`src/verilog/iao_pkg.sv`:
```
// shared types and constants for the increment / or execution datapath
// assumes an 8-bit core with a 128-entry file register space
package iao_pkg;

  localparam int ADDR_W = 7;
  localparam int DATA_W = 8;
  localparam int F_ADDR_MAX = 127;

  // destination select encoding
  localparam logic DEST_ACC = 1'b0;
  localparam logic DEST_FILE = 1'b1;

  // reset values, increment step and zero compare value
  localparam logic [DATA_W-1:0] ACC_RST = 8'h00;
  localparam logic ZERO_RST = 1'b0;
  localparam logic [DATA_W-1:0] INC_STEP = 8'h01;
  localparam logic [DATA_W-1:0] ZERO_VAL = 8'h00;

  // cycles taken by a skip that fires: its own plus the discarded one
  localparam int SKIP_CYCLES = 2;

  typedef enum logic [2:0] {
    OP_NONE,
    OP_INCREMENT_REGISTER,
    OP_INCREMENT_SKIP_IF_ZERO,
    OP_OR_LITERAL_INTO_ACCUMULATOR,
    OP_OR_ACCUMULATOR_WITH_REGISTER
  } iao_op_e;

  typedef enum logic {
    SEQ_RUN,
    SEQ_SKIP
  } iao_seq_e;

  // one decoded instruction with its file operand already fetched
  typedef struct packed {
    logic valid;
    iao_op_e op;
    logic [ADDR_W-1:0] f_addr;
    logic dest;
    logic [DATA_W-1:0] literal;
    logic [DATA_W-1:0] f_data;
  } iao_req_s;

  // write-back to the file register array
  typedef struct packed {
    logic we;
    logic [ADDR_W-1:0] addr;
    logic [DATA_W-1:0] data;
  } iao_wr_s;

endpackage

```
`src/verilog/iao_alu.sv`:
```
// combinational result path for the four instructions
// assumes operands are stable in the cycle the request is presented
`timescale 1ns/10ps
`default_nettype none

module iao_alu (
  // operands
  input wire iao_pkg::iao_op_e op,
  input wire logic [iao_pkg::DATA_W-1:0] acc,
  input wire logic [iao_pkg::DATA_W-1:0] f_data,
  input wire logic [iao_pkg::DATA_W-1:0] literal,
  // results
  output logic [iao_pkg::DATA_W-1:0] result,
  output logic result_zero,
  output logic updates_zero,
  output logic is_inc_skip
);

  wire logic [iao_pkg::DATA_W-1:0] inc_sum;
  wire logic [iao_pkg::DATA_W-1:0] or_lit;
  wire logic [iao_pkg::DATA_W-1:0] or_reg;

  // sum wraps at 8 bits, so 8'hff + 1 gives zero
  assign inc_sum = f_data + iao_pkg::INC_STEP;
  assign or_lit = acc | literal;
  assign or_reg = acc | f_data;

  assign result = (op == iao_pkg::OP_OR_LITERAL_INTO_ACCUMULATOR) ? or_lit :
                  (op == iao_pkg::OP_OR_ACCUMULATOR_WITH_REGISTER) ? or_reg :
                  inc_sum;
  assign result_zero = (result == iao_pkg::ZERO_VAL);
  // skip variant leaves the status flags alone
  assign updates_zero = (op == iao_pkg::OP_INCREMENT_REGISTER) ||
                        (op == iao_pkg::OP_OR_LITERAL_INTO_ACCUMULATOR) ||
                        (op == iao_pkg::OP_OR_ACCUMULATOR_WITH_REGISTER);
  assign is_inc_skip = (op == iao_pkg::OP_INCREMENT_SKIP_IF_ZERO);

endmodule

`default_nettype wire

```
`src/verilog/iao_exec.sv`:
```
// execution datapath: increment, increment-and-skip, or-literal, or-register
// assumes decoder presents one instruction per valid cycle with file data fetched
//
// Overview of operation
// - file address 0..127, destination bit: 0 to accumulator, 1 to file
// - increment adds one to file operand, writes destination, updates zero flag
// - increment-and-skip writes the sum to destination, leaves zero flag untouched
// - zero skip result discards next instruction as nop, two cycles total
// - or-literal ors 8-bit literal into accumulator, updates zero flag
// - or-register ors accumulator with file operand into destination, updates zero
`timescale 1ns/10ps
`default_nettype none

module iao_exec #(
  parameter int ADDR_W = iao_pkg::ADDR_W,
  parameter int DATA_W = iao_pkg::DATA_W
) (
  // clock and reset
  input wire logic core_clk,
  input wire logic sys_rst,
  // decoded instruction in
  input wire iao_pkg::iao_req_s req,
  // file register write-back
  output iao_pkg::iao_wr_s file_wr,
  // core state
  output logic [iao_pkg::DATA_W-1:0] acc_out,
  output logic zero_flag,
  // skip sequencing
  output logic skip_pending,
  output logic squash_pulse
);

  generate
    if (ADDR_W != iao_pkg::ADDR_W || DATA_W != iao_pkg::DATA_W) begin : g_bad
      $error("iao_exec supports only a 7-bit address and 8-bit data");
    end
  endgenerate

  logic [iao_pkg::DATA_W-1:0] acc_reg;
  logic [iao_pkg::DATA_W-1:0] acc_next;
  logic zero_reg;
  logic zero_next;
  iao_pkg::iao_wr_s wr_reg;
  iao_pkg::iao_wr_s wr_next;
  iao_pkg::iao_seq_e seq_reg;
  iao_pkg::iao_seq_e seq_next;
  logic squash_reg;
  logic squash_next;

  wire logic [iao_pkg::DATA_W-1:0] alu_result;
  wire logic alu_zero;
  wire logic alu_upd_zero;
  wire logic alu_inc_skip;
  wire logic is_real_op;
  wire logic discard;
  wire logic execute;
  wire logic to_file;
  wire logic to_acc;
  wire logic skip_hit;

  iao_alu u_alu (
    .op(req.op),
    .acc(acc_reg),
    .f_data(req.f_data),
    .literal(req.literal),
    .result(alu_result),
    .result_zero(alu_zero),
    .updates_zero(alu_upd_zero),
    .is_inc_skip(alu_inc_skip)
  );

  assign is_real_op = req.valid && (req.op != iao_pkg::OP_NONE);
  // a pending skip eats the next presented instruction, whatever it is
  assign discard = req.valid && (seq_reg == iao_pkg::SEQ_SKIP);
  assign execute = is_real_op && (seq_reg == iao_pkg::SEQ_RUN);
  // or-literal always lands in the accumulator, dest bit ignored
  assign to_file = execute && (req.dest == iao_pkg::DEST_FILE) &&
                   (req.op != iao_pkg::OP_OR_LITERAL_INTO_ACCUMULATOR);
  assign to_acc = execute && !to_file;
  assign skip_hit = execute && alu_inc_skip && alu_zero;

  assign acc_next = to_acc ? alu_result : acc_reg;
  assign zero_next = (execute && alu_upd_zero) ? alu_zero : zero_reg;
  assign wr_next = '{we: to_file, addr: req.f_addr, data: alu_result};
  assign squash_next = discard;

  always_comb begin
    seq_next = seq_reg;
    case (seq_reg)
      iao_pkg::SEQ_RUN: begin
        if (skip_hit) begin
          seq_next = iao_pkg::SEQ_SKIP;
        end
      end
      iao_pkg::SEQ_SKIP: begin
        if (discard) begin
          seq_next = iao_pkg::SEQ_RUN;
        end
      end
      default: begin
        seq_next = iao_pkg::SEQ_RUN;
      end
    endcase
  end

  always_ff @(posedge core_clk) begin
    if (sys_rst) begin
      acc_reg <= iao_pkg::ACC_RST;
      zero_reg <= iao_pkg::ZERO_RST;
      wr_reg <= '0;
      seq_reg <= iao_pkg::SEQ_RUN;
      squash_reg <= 1'b0;
    end else begin
      acc_reg <= acc_next;
      zero_reg <= zero_next;
      wr_reg <= wr_next;
      seq_reg <= seq_next;
      squash_reg <= squash_next;
    end
  end

  assign acc_out = acc_reg;
  assign zero_flag = zero_reg;
  assign file_wr = wr_reg;
  assign skip_pending = (seq_reg == iao_pkg::SEQ_SKIP);
  assign squash_pulse = squash_reg;

  wire logic exec_inc;
  wire logic exec_skip;
  wire logic exec_orl;
  wire logic exec_orr;
  assign exec_inc = execute && (req.op == iao_pkg::OP_INCREMENT_REGISTER);
  assign exec_skip = execute && (req.op == iao_pkg::OP_INCREMENT_SKIP_IF_ZERO);
  assign exec_orl = execute && (req.op == iao_pkg::OP_OR_LITERAL_INTO_ACCUMULATOR);
  assign exec_orr = execute && (req.op == iao_pkg::OP_OR_ACCUMULATOR_WITH_REGISTER);
endmodule

`default_nettype wire

```
`config.mk`:
```
export PLATFORM = sky130hd
export DESIGN_NAME = iao_exec
export DESIGN_NICKNAME = d
export VERILOG_FILES = /design/src/verilog/iao_pkg.sv /design/src/verilog/iao_alu.sv /design/src/verilog/iao_exec.sv
export SDC_FILE = /design/constraint.sdc
export NUM_CORES = 1
export LEC_CHECK = 0
export BUFFER_PORTS_ARGS = -buffer_cell sky130_fd_sc_hd__buf_2
export CORE_UTILIZATION = 49
export DETAILED_ROUTE_END_ITERATION = 16
export PLACE_DENSITY = 0.83
export SYNTH_ARGS = -nofsm -noshare
export SYNTH_HDL_FRONTEND = slang
export SYNTH_SLANG_ARGS = --single-unit
export TNS_END_PERCENT = 50
```
`constraint.sdc`:
```
create_clock -name core_clk -period 2.7 [get_ports core_clk]
set_clock_uncertainty 0.05 [all_clocks]
set_input_delay 0.135 -clock core_clk [delete_from_list [all_inputs] [get_ports core_clk]]
set_output_delay 0.135 -clock core_clk [all_outputs]
set_load 0.01 [all_outputs]
```
# [After elaboration in Yosys (flattened, before gate mapping)]
# Index checks and enable logic that the tools add are counted.
[op_classes] n_div=0 n_addsub=1 eq_ne=5 bitwise=3 n_shift=0 multipliers=0 n_mux=5 reduce_logical=14 n_lt_le_gt_ge=0
[ops] op="8-bit two-way mux" n=2
[ops] op="8-bit bitwise OR" n=2
[ops] op="1-bit logical AND" n=9
[ops] op="8-bit by 1-bit adder with 8-bit output (second input constant)" n=1
[ops] op="8-bit zero test" n=1
[ops] op="3-bit by 2-bit equality test with 1-bit output (second input constant)" n=2
[ops] op="3-bit by 1-bit equality test with 1-bit output (second input constant)" n=1
[ops] op="3-bit equality test (second input constant)" n=1
[ops] op="3-bit by 2-bit != test with 1-bit output (second input constant)" n=1
[ops] op="3-bit nonzero test" n=1
[ops] op="1-bit logical OR" n=2
[ops] op="1-bit two-way mux" n=2
[ops] op="1-bit case mux with 2 select lines" n=1
[ops] op="1-bit zero test" n=1
[ops] op="1-bit NOT" n=1
[totals] output_inout_bits=27 mem_bits_ro=0 reg_bits=27 elab_cells=35 inputBits=30 memories=0 latchBits=0 ramBits=0

# [Longest topological paths before layout]
# Gate-level depths: netlist (run 1).
[depth] word_depth=7 depth_mapped=8 ltp_nobuf=7

# [Hierarchy]
# Synthesis (run 1) repeated with hierarchy kept, for this count alone.
[hier_totals] hier_cells=149 area_unflattened_um2=1408.9
[modules_own_cells] mod="iao_exec" cells_per_inst=79 seq_area_each_um2=540.5 n_inst=1 area_per_inst_um2=929.6
[modules_own_cells] mod="iao_alu" cells_per_inst=70 seq_area_each_um2=0.0 n_inst=1 area_per_inst_um2=479.2

# [Worst setup path before layout (run 1)]
# No wires, ideal clock.
[synth_timing] path_kind="in2reg" startpoint="input req[25] in the netlist's numbering" endpoint="register zero_reg (netlist: zero_flag)" setup_slack_ps=842 n_path_buf=2 t_arrival_ps=1741 required_time_ps=2583 path_stages=8 setup_time_ps=67 path_cell_list="buf_2 -> or3b_1 -> buf_6 -> o22a_1 -> nor2_1 -> a21oi_1 -> or4_4 -> o21ai_2"
[synth_between] elab_chain_cells=4 elab_cells_between_ends=12 cone_classes="eq/ne (3); mux (2); reduce/logical (7)"
[synth_rtl] item="start, declared" line="iao_exec.sv:22" text="input wire iao_pkg::iao_req_s req,"
[synth_rtl] item="3-bit equality test, or another cell as far along" line="iao_alu.sv:29, iao_alu.sv:35"
[synth_rtl] item="8-bit two-way mux, or another cell as far along" line="iao_alu.sv:29" text="(op == iao_pkg::OP_OR_ACCUMULATOR_WITH_REGISTER) ? or_reg :"
[synth_rtl] item="8-bit two-way mux, or another cell as far along" line="iao_alu.sv:28" text="assign result = (op == iao_pkg::OP_OR_LITERAL_INTO_ACCUMULATOR) ? or_lit :"
[synth_rtl] item="8-bit zero test / 1-bit logical AND (equally long branches)" line="iao_alu.sv:31, iao_exec.sv:83"
[synth_rtl] item="end signal, assigned" line="iao_exec.sv:109" text="zero_reg <= iao_pkg::ZERO_RST;"
[synth_rtl] item="end signal, assigned" line="iao_exec.sv:115" text="zero_reg <= zero_next;"
[synth_rtl] item="end, declared" line="iao_exec.sv:41" text="logic zero_reg;"
# Several ways; a longest one is shown, not always the timed one.
# A chain may end at the register's enable or synchronous reset.

# [Worst setup path in the final report (run 1)]
[layout_timing] startpoint="input req[27] in the netlist's numbering" endpoint="register acc_reg (netlist bit acc_out[6])"
[layout_between] elab_chain_cells=6
[layout_rtl] item="1-bit logical AND *" line="iao_exec.sv:72" text="assign is_real_op = req.valid && (req.op != iao_pkg::OP_NONE);"
[layout_rtl] item="1-bit logical AND *" line="iao_exec.sv:75" text="assign execute = is_real_op && (seq_reg == iao_pkg::SEQ_RUN);"
[layout_rtl] item="1-bit logical AND (2 in a row)" line="iao_exec.sv:77" text="assign to_file = execute && (req.dest == iao_pkg::DEST_FILE) &&"
[layout_rtl] item="1-bit zero test" line="iao_exec.sv:79" text="assign to_acc = execute && !to_file;"
[layout_rtl] item="1-bit logical AND *" line="iao_exec.sv:79"
[layout_rtl] item="end signal, assigned" line="iao_exec.sv:108" text="acc_reg <= iao_pkg::ACC_RST;"
[layout_rtl] item="end signal, assigned" line="iao_exec.sv:114" text="acc_reg <= acc_next;"
[layout_rtl] item="end, declared" line="iao_exec.sv:39" text="logic [iao_pkg::DATA_W-1:0] acc_reg;"
# Every way passes the cells marked *; elsewhere a longest branch is shown, timed or not.

==> results.md, run 1 <==
* Req. time, crit path at 2.87 ns
* WHS Path Cells at 2
* Vias at 1190
* Kind of critical path: in -> reg
* Maximum clock rate at 558 MHz
* Critical R2R Launch: skip_pending$_SDFF_PP0_
* Worst-path clk slew at 0.14 ns
* Vias per cell at 5.22
* Antenna cells at 0
* Comb pwr share at 0.217
* Largest net degree at the start of global routing at 29
* Die footprint at 0.00273 mm^2
* Routability congestion estimate at 0.876
* Status: complete, no violations
* First-pass DRT Iterations at 4
* Distinct cells, synth at 36
* RSZ-0062 raised after global routing: false
* Maximum Capacitance Violations at 0
* Share of layout cells above drive strength 1 at 0.315
* Seq pwr share at 0.559
* Final non-filler cell area at 0.00163 mm^2
* Worst slew margin at 0.409
* Crit Path Max Fanout at 9
* Avg Inst Size Synth at 8.98 um^2
* Fillers at 193
* Worst Tran Pin Value at 0.884 ns
* Top Ports at 57
* Yosys warning count at 0
* Placed Area at 0.00152 mm^2
* CTS Sinks at 27
* R2R cell count at 4
* Post-synth top cells: dfxtp_1 (27), nor2_1 (23), nor2b_1 (11)
* Initial Util at 0.539
* Clock root cell: clkbuf_4
* Synthesized netlist cell count at 138
* Top FF cell, synth: dfxtp_1
* Register area share after synthesis at 0.436
* Buf/Inv on CP at 2
* Die Height at 52.3 um
* Max stage delay on crit path at 0.71 ns
* Remaining antenna violation count at 0
* Core Footprint at 0.00230 mm^2
* Area growth from synthesis to layout at 31.2%
* Slowest cell on crit path: nor2_1
* CP most frequent cell: nor2_1
* Clk buf depth at 2
* R2R setup slack at 0.92 ns
* Most area-consuming cells after synthesis: dfxtp_1 (44%), nor2_1 (7.0%), mux2i_1 (5.7%)
* Maximum VDD drop at 0.314 mV
* Critical path arrival at 1.96 ns
* Post-DP HPWL at 2130 um
* Min Hold Slack at 0.0372 ns
* DRT iter0 DRCs at 26
* Num CTS Buffers at 3
* Period utilization at 0.664
* Clock power share at 0.224
* #FFs+latches synth at 27
* Die W at 52.3 um
* Port Buffers at 56
* Pwr Density at 479 mW/mm^2
* Post-layout nets at 232
* CP Cell Sequence: dlygate4sd3_1, buf_2, nand2b_1, nor2_1, mux2i_1, nor2_1
* Setup Viol. Count Final at 0
* Net Switching at 217 uW
* Setup TNS at 0 ns
* Clock H-tree levels at 1
* Syn nets at 169
* # rows at 17
* Largest area contributor in the netlist: dfxtp_1
* Int Power at 561 uW
* Post-synth EDFFs at 0
* Crit. End Element: register
* Sw frac at 0.279
* Post-layout min period at 1.79 ns
* Final hold vios at 0
* Remaining global-route overflow at 0
* Final Max Tran Viols at 0
* CTS tree: yes
* Worst hold-check path type: in -> reg
* FF-to-FF End: acc_out[6]$_SDFFE_PP0P_
* Synthesized area at 0.00124 mm^2
* Cell leakage power at 0.763 nW
* Final wirelength at 2920 um
* DR DRC count at 0
* Total GRT Usage at 0.234
* Worst Setup Start Kind: input port
* Post-DR wirelength/cell at 12.8 um
* Top-count cell post-synth: dfxtp_1
* Clock Latency Late Sink at 0.32 ns
* First-pass GRT wire length at 4700 um
* Vias in the first global route at 1104
* Area share of the largest cell type after synthesis at 0.436
* Worst hold endpoint: file_wr[15]$_SDFF_PP0_
* Hold Path Origin: req[16]
* Cell family with most CP delay: simple AND/OR/NAND/NOR gates
* Post-synth ARST share at 0
* Initial antenna violation count at 0
## layout make-up
class                           count  area [um^2]  area share
Timing Repair Buffer               65          368       0.226
Tap cell                           28         35.0      0.0216
Multi-Input combinational cell    103          652       0.401
Sequential cell                    27          541       0.333
Inverter                            1         3.75     0.00231
Clock buffer                        4         26.3      0.0162
## cells in the final DEF (no fill, tap or decap)
master,Yosys,layout
a211oi_1,4,4
a21o_1,2,2
a21oi_1,7,7
a22o_1,1,1
a31oi_1,1,1
and3_1,3,3
and3b_1,1,1
buf_2,1,56
buf_4,0,1
clkbuf_1,3,1
clkbuf_4,0,3
dfxtp_1,27,27
dlygate4sd3_1,0,8
ha_1,1,1
inv_1,1,1
mux2i_1,7,7
nand2_1,3,3
nand2b_1,5,5
nand3_1,5,5
nand3b_1,2,2
nand4_4,1,1
nor2_1,23,23
nor2b_1,11,11
nor3_1,6,6
nor3b_1,1,1
nor4_1,2,2
nor4b_1,1,1
o21ai_0,2,2
o21ai_2,1,1
o22a_1,3,3
o22ai_1,2,2
o32a_1,1,1
or3_1,1,1
or3b_1,1,1
or4_4,1,1
xnor2_1,1,1
xor2_1,3,3
## power groups by stage
stage	combinational [mW]	clock, mW	sequential [mW]
floorplan	0.0838	0	0.456
global placement	0.156	0	0.442
detailed placement	0.160	0	0.443
CTS	0.169	0.179	0.434
global route	0.186	0.193	0.438
finish	0.169	0.175	0.435
## worst reg2reg max path, delay by kind of cell, from the launching register on
family	cells	cell delay, ns
flops	1	0.35
simple gates	3	0.97
mux	1	0.29
## worst max-delay path by stage
stage / slack, ns / endpoint / cells past startpoint / startpoint
6_report: 0.91 / acc_out[6]$_SDFFE_PP0P_ / 6 / req[27]
3_3_place_gp: 0.70 / zero_flag$_SDFFE_PP0P_ / 7 / req[24]
3_5_place_dp: 0.65 / zero_flag$_SDFFE_PP0P_ / 7 / req[24]
4_1_cts: 0.86 / acc_out[6]$_SDFFE_PP0P_ / 6 / req[27]
5_1_grt: 0.74 / acc_out[7]$_SDFFE_PP0P_ / 6 / req[27]
2_1_floorplan: 0.84 / zero_flag$_SDFFE_PP0P_ / 8 / req[25]
## through the flow
stage,worst slack [ns],utilization,total power [mW],cells
after CTS,0.865,0.708,0.783,228
final,0.908,0.708,0.778,228
after global routing,0.739,0.708,0.817,228
after detailed placement,0.650,0.661,0.603,216
after floorplan,0.842,-,0.540,138
after global placement,0.698,0.661,0.598,216
## flip-flops by register name, summed over array words and instances (netlist names)
signal        flops
skip_pending      1
zero_flag         1
squash_pulse      1
file_wr          16
acc_out           8
## logic make-up (layout without fill, tap and decap cells)
logic type / after synthesis / after routing / share of synthesized area
buffers and inverters: 8 / 70 / 0.0374
AO/OA/AOI/OAI: 24 / 24 / 0.131
adder cells (fa/ha/maj): 1 / 1 / 0.0101
XOR/XNOR: 4 / 4 / 0.0283
multiplexers: 7 / 7 / 0.0566
AND/OR/NAND/NOR: 67 / 67 / 0.300
flip-flops: 27 / 27 / 0.436
## repair_timing
item	in CTS	in global routing
setup buffers	0	0
hold buffers	8	0
resized for setup	0	0
hold endpoints to repair	9	0
## layer usage
layer,up-vias,GRT usage,part of all wire
li1,610,-,-
met1,528,0.266,0.42
met2,47,0.414,0.50
met3,5,0.0493,0.061
met4,0,0.105,0.014
met5,-,0,0
(Power assumes the default switching activity.)
==> run 2, diff against run 1 <==
--- a/config.mk
+++ b/config.mk
@@ -6,9 +6,9 @@
 export NUM_CORES = 1
 export LEC_CHECK = 0
 export BUFFER_PORTS_ARGS = -buffer_cell sky130_fd_sc_hd__buf_2
-export CORE_UTILIZATION = 49
+export CORE_UTILIZATION = 45
 export DETAILED_ROUTE_END_ITERATION = 16
-export PLACE_DENSITY = 0.83
+export PLACE_DENSITY = 0.77
 export SYNTH_ARGS = -nofsm -noshare
 export SYNTH_HDL_FRONTEND = slang
 export SYNTH_SLANG_ARGS = --single-unit
==> constraint.sdc (replaced) <==
create_clock -name core_clk -period 1.65 [get_ports core_clk]
set_clock_uncertainty 0.05 [all_clocks]
set_input_delay 0.0825 -clock core_clk [delete_from_list [all_inputs] [get_ports core_clk]]
set_output_delay 0.0825 -clock core_clk [all_outputs]
set_load 0.01 [all_outputs]
==> run 2 against run 1 <==
Net effect:
- die area grew 8.5%
- wire length is 4.8% higher
- utilization is 0.68 points higher
- sequential cell count unchanged
- first-iteration DRC count down 35%
- combinational power increased by 98%
- register-to-register slack worse by 0.70 ns
- final area grew 12%
- final cell count increased by 12%
- sequential share of layout area shrank 3.5 points
- non-clock buffer count is 25 higher
- global-route usage decreased by 0.55 points
==> results.md, run 2 (same netlist as run 1, synthesis figures left out) <==
* Status: complete, no violations
* Remaining global-route overflow at 0
* WHS Path Cells at 2
* Comb pwr share at 0.251
* Final non-filler cell area at 0.00182 mm^2
* Vias per cell at 5.12
* Remaining antenna violation count at 0
* Clock Latency Late Sink at 0.33 ns
* Placed Area at 0.00170 mm^2
* Die Height at 54.5 um
* R2R cell count at 4
* CTS Sinks at 27
* Initial Util at 0.487
* Kind of critical path: in -> reg
* Critical path arrival at 1.73 ns
* Seq pwr share at 0.534
* Largest net degree at the start of global routing at 19
* Worst Tran Pin Value at 0.385 ns
* Hold Path Origin: sys_rst
* Max FFs per register at 16
* Worst hold-check path type: in -> reg
* Crit. End Element: register
* R2R setup slack at 0.22 ns
* Top Ports at 57
* Clock power share at 0.215
* Cell leakage power at 0.883 nW
* Critical R2R Launch: skip_pending$_SDFF_PP0_
* Total GRT Usage at 0.229
* Final Max Tran Viols at 0
* Clock root cell: clkbuf_4
* Initial antenna violation count at 0
* Maximum clock rate at 667 MHz
* Die W at 54.5 um
* Sw frac at 0.275
* Clk buf depth at 2
* Most common cell after layout, fill and taps aside: buf_2
* Commonest non-fill, non-tap cells in the layout: buf_2 (56), dfxtp_1 (27), buf_4 (25)
* Post-layout nets at 257
* Maximum Capacitance Violations at 0
* First-pass GRT wire length at 4900 um
* Setup Viol. Count Final at 0
* Period utilization at 0.909
* DRT iter0 DRCs at 17
* Int Power at 964 uW
* Net Switching at 366 uW
* Die footprint at 0.00297 mm^2
* Core Footprint at 0.00254 mm^2
* Post-DP HPWL at 2410 um
* Final wirelength at 3060 um
* # rows at 18
* Area growth from synthesis to layout at 46.8%
* Worst hold endpoint: acc_out[3]$_SDFFE_PP0P_
* DR DRC count at 0
* Worst slew margin at 0.743
* Post-cts sizing count at 0
* Final hold vios at 0
* Post-CTS Hold Fix Bufs at 9
* Worst-path clk slew at 0.14 ns
* Vias at 1305
* Clock H-tree levels at 1
* Post-DR wirelength/cell at 12.0 um
* Setup TNS at 0 ns
* Worst Setup Start Kind: input port
* Maximum VDD drop at 0.564 mV
* Pwr Density at 731 mW/mm^2
* Share of layout cells above drive strength 1 at 0.387
* Post-CTS setup buffers at 0
* Post-layout min period at 1.50 ns
* RSZ-0062 raised after global routing: false
* Routability congestion estimate at 0.922
* FF-to-FF End: zero_flag$_SDFFE_PP0P_
* Antenna cells at 0
* Port Buffers at 56
* Vias in the first global route at 1189
* CTS tree: yes
* First-pass DRT Iterations at 4
* Req. time, crit path at 1.88 ns
* Crit Path Max Fanout at 5
* Num CTS Buffers at 3
## run 2: area by class of cell
type                            instances  area, um^2
Sequential cell                        27         541
Clock buffer                            4        26.3
Tap cell                               30        37.5
Fill cell                             201         727
Timing Repair Buffer                   90         558
Multi-Input combinational cell        103         652
Inverter                                1        3.75
## run 2: worst max-delay path, cell delays in order
cell and delay (ns):
buf_2 0.10, or3b_1 0.48, nand4_4 0.12, mux2i_1 0.10, o22a_1 0.24, or4_4 0.48
o21ai_2 0.13
## run 2: worst max path at each step
stage,slack (ns),to,cells after the start,startpoint
after floorplan,-0.14,zero_flag$_SDFFE_PP0P_,8,req[25]
after global placement,-0.17,zero_flag$_SDFFE_PP0P_,7,req[25]
after detailed placement,-0.22,zero_flag$_SDFFE_PP0P_,7,req[25]
after CTS,0.14,zero_flag$_SDFFE_PP0P_,7,req[25]
after global routing,0.03,skip_pending$_SDFF_PP0_,8,req[25]
final,0.15,zero_flag$_SDFFE_PP0P_,7,req[25]
## run 2: stage by stage
stage	setup WS, ns	utilization	hold slack, ns	instances	power, mW
final	0.150	0.714	0.00543	255	1.33
after global routing	0.0263	0.714	0.00777	255	1.40
after CTS	0.144	0.714	0.00459	255	1.34
after detailed placement	-0.219	0.669	0.249	242	1.04
after global placement	-0.166	0.669	0.249	242	1.03
after floorplan	-0.136	-	0.145	138	0.886
## run 2: power groups by stage
stage | Clock [mW] | Combinational (mW) | Sequential, mW
finish | 0.286 | 0.334 | 0.710
global route | 0.319 | 0.368 | 0.717
CTS | 0.293 | 0.334 | 0.711
detailed placement | 0 | 0.317 | 0.725
global placement | 0 | 0.309 | 0.724
floorplan | 0 | 0.140 | 0.746
## run 2: layer usage
layer / vias up / routed length (um) / track usage / part of all wire
li1: 663 / - / - / -
met1: 588 / 1390 / 0.265 / 0.45
met2: 49 / 1470 / 0.411 / 0.48
met3: 5 / 165 / 0.0389 / 0.054
met4: 0 / 36 / 0.0940 / 0.012
met5: - / 0 / 0 / 0
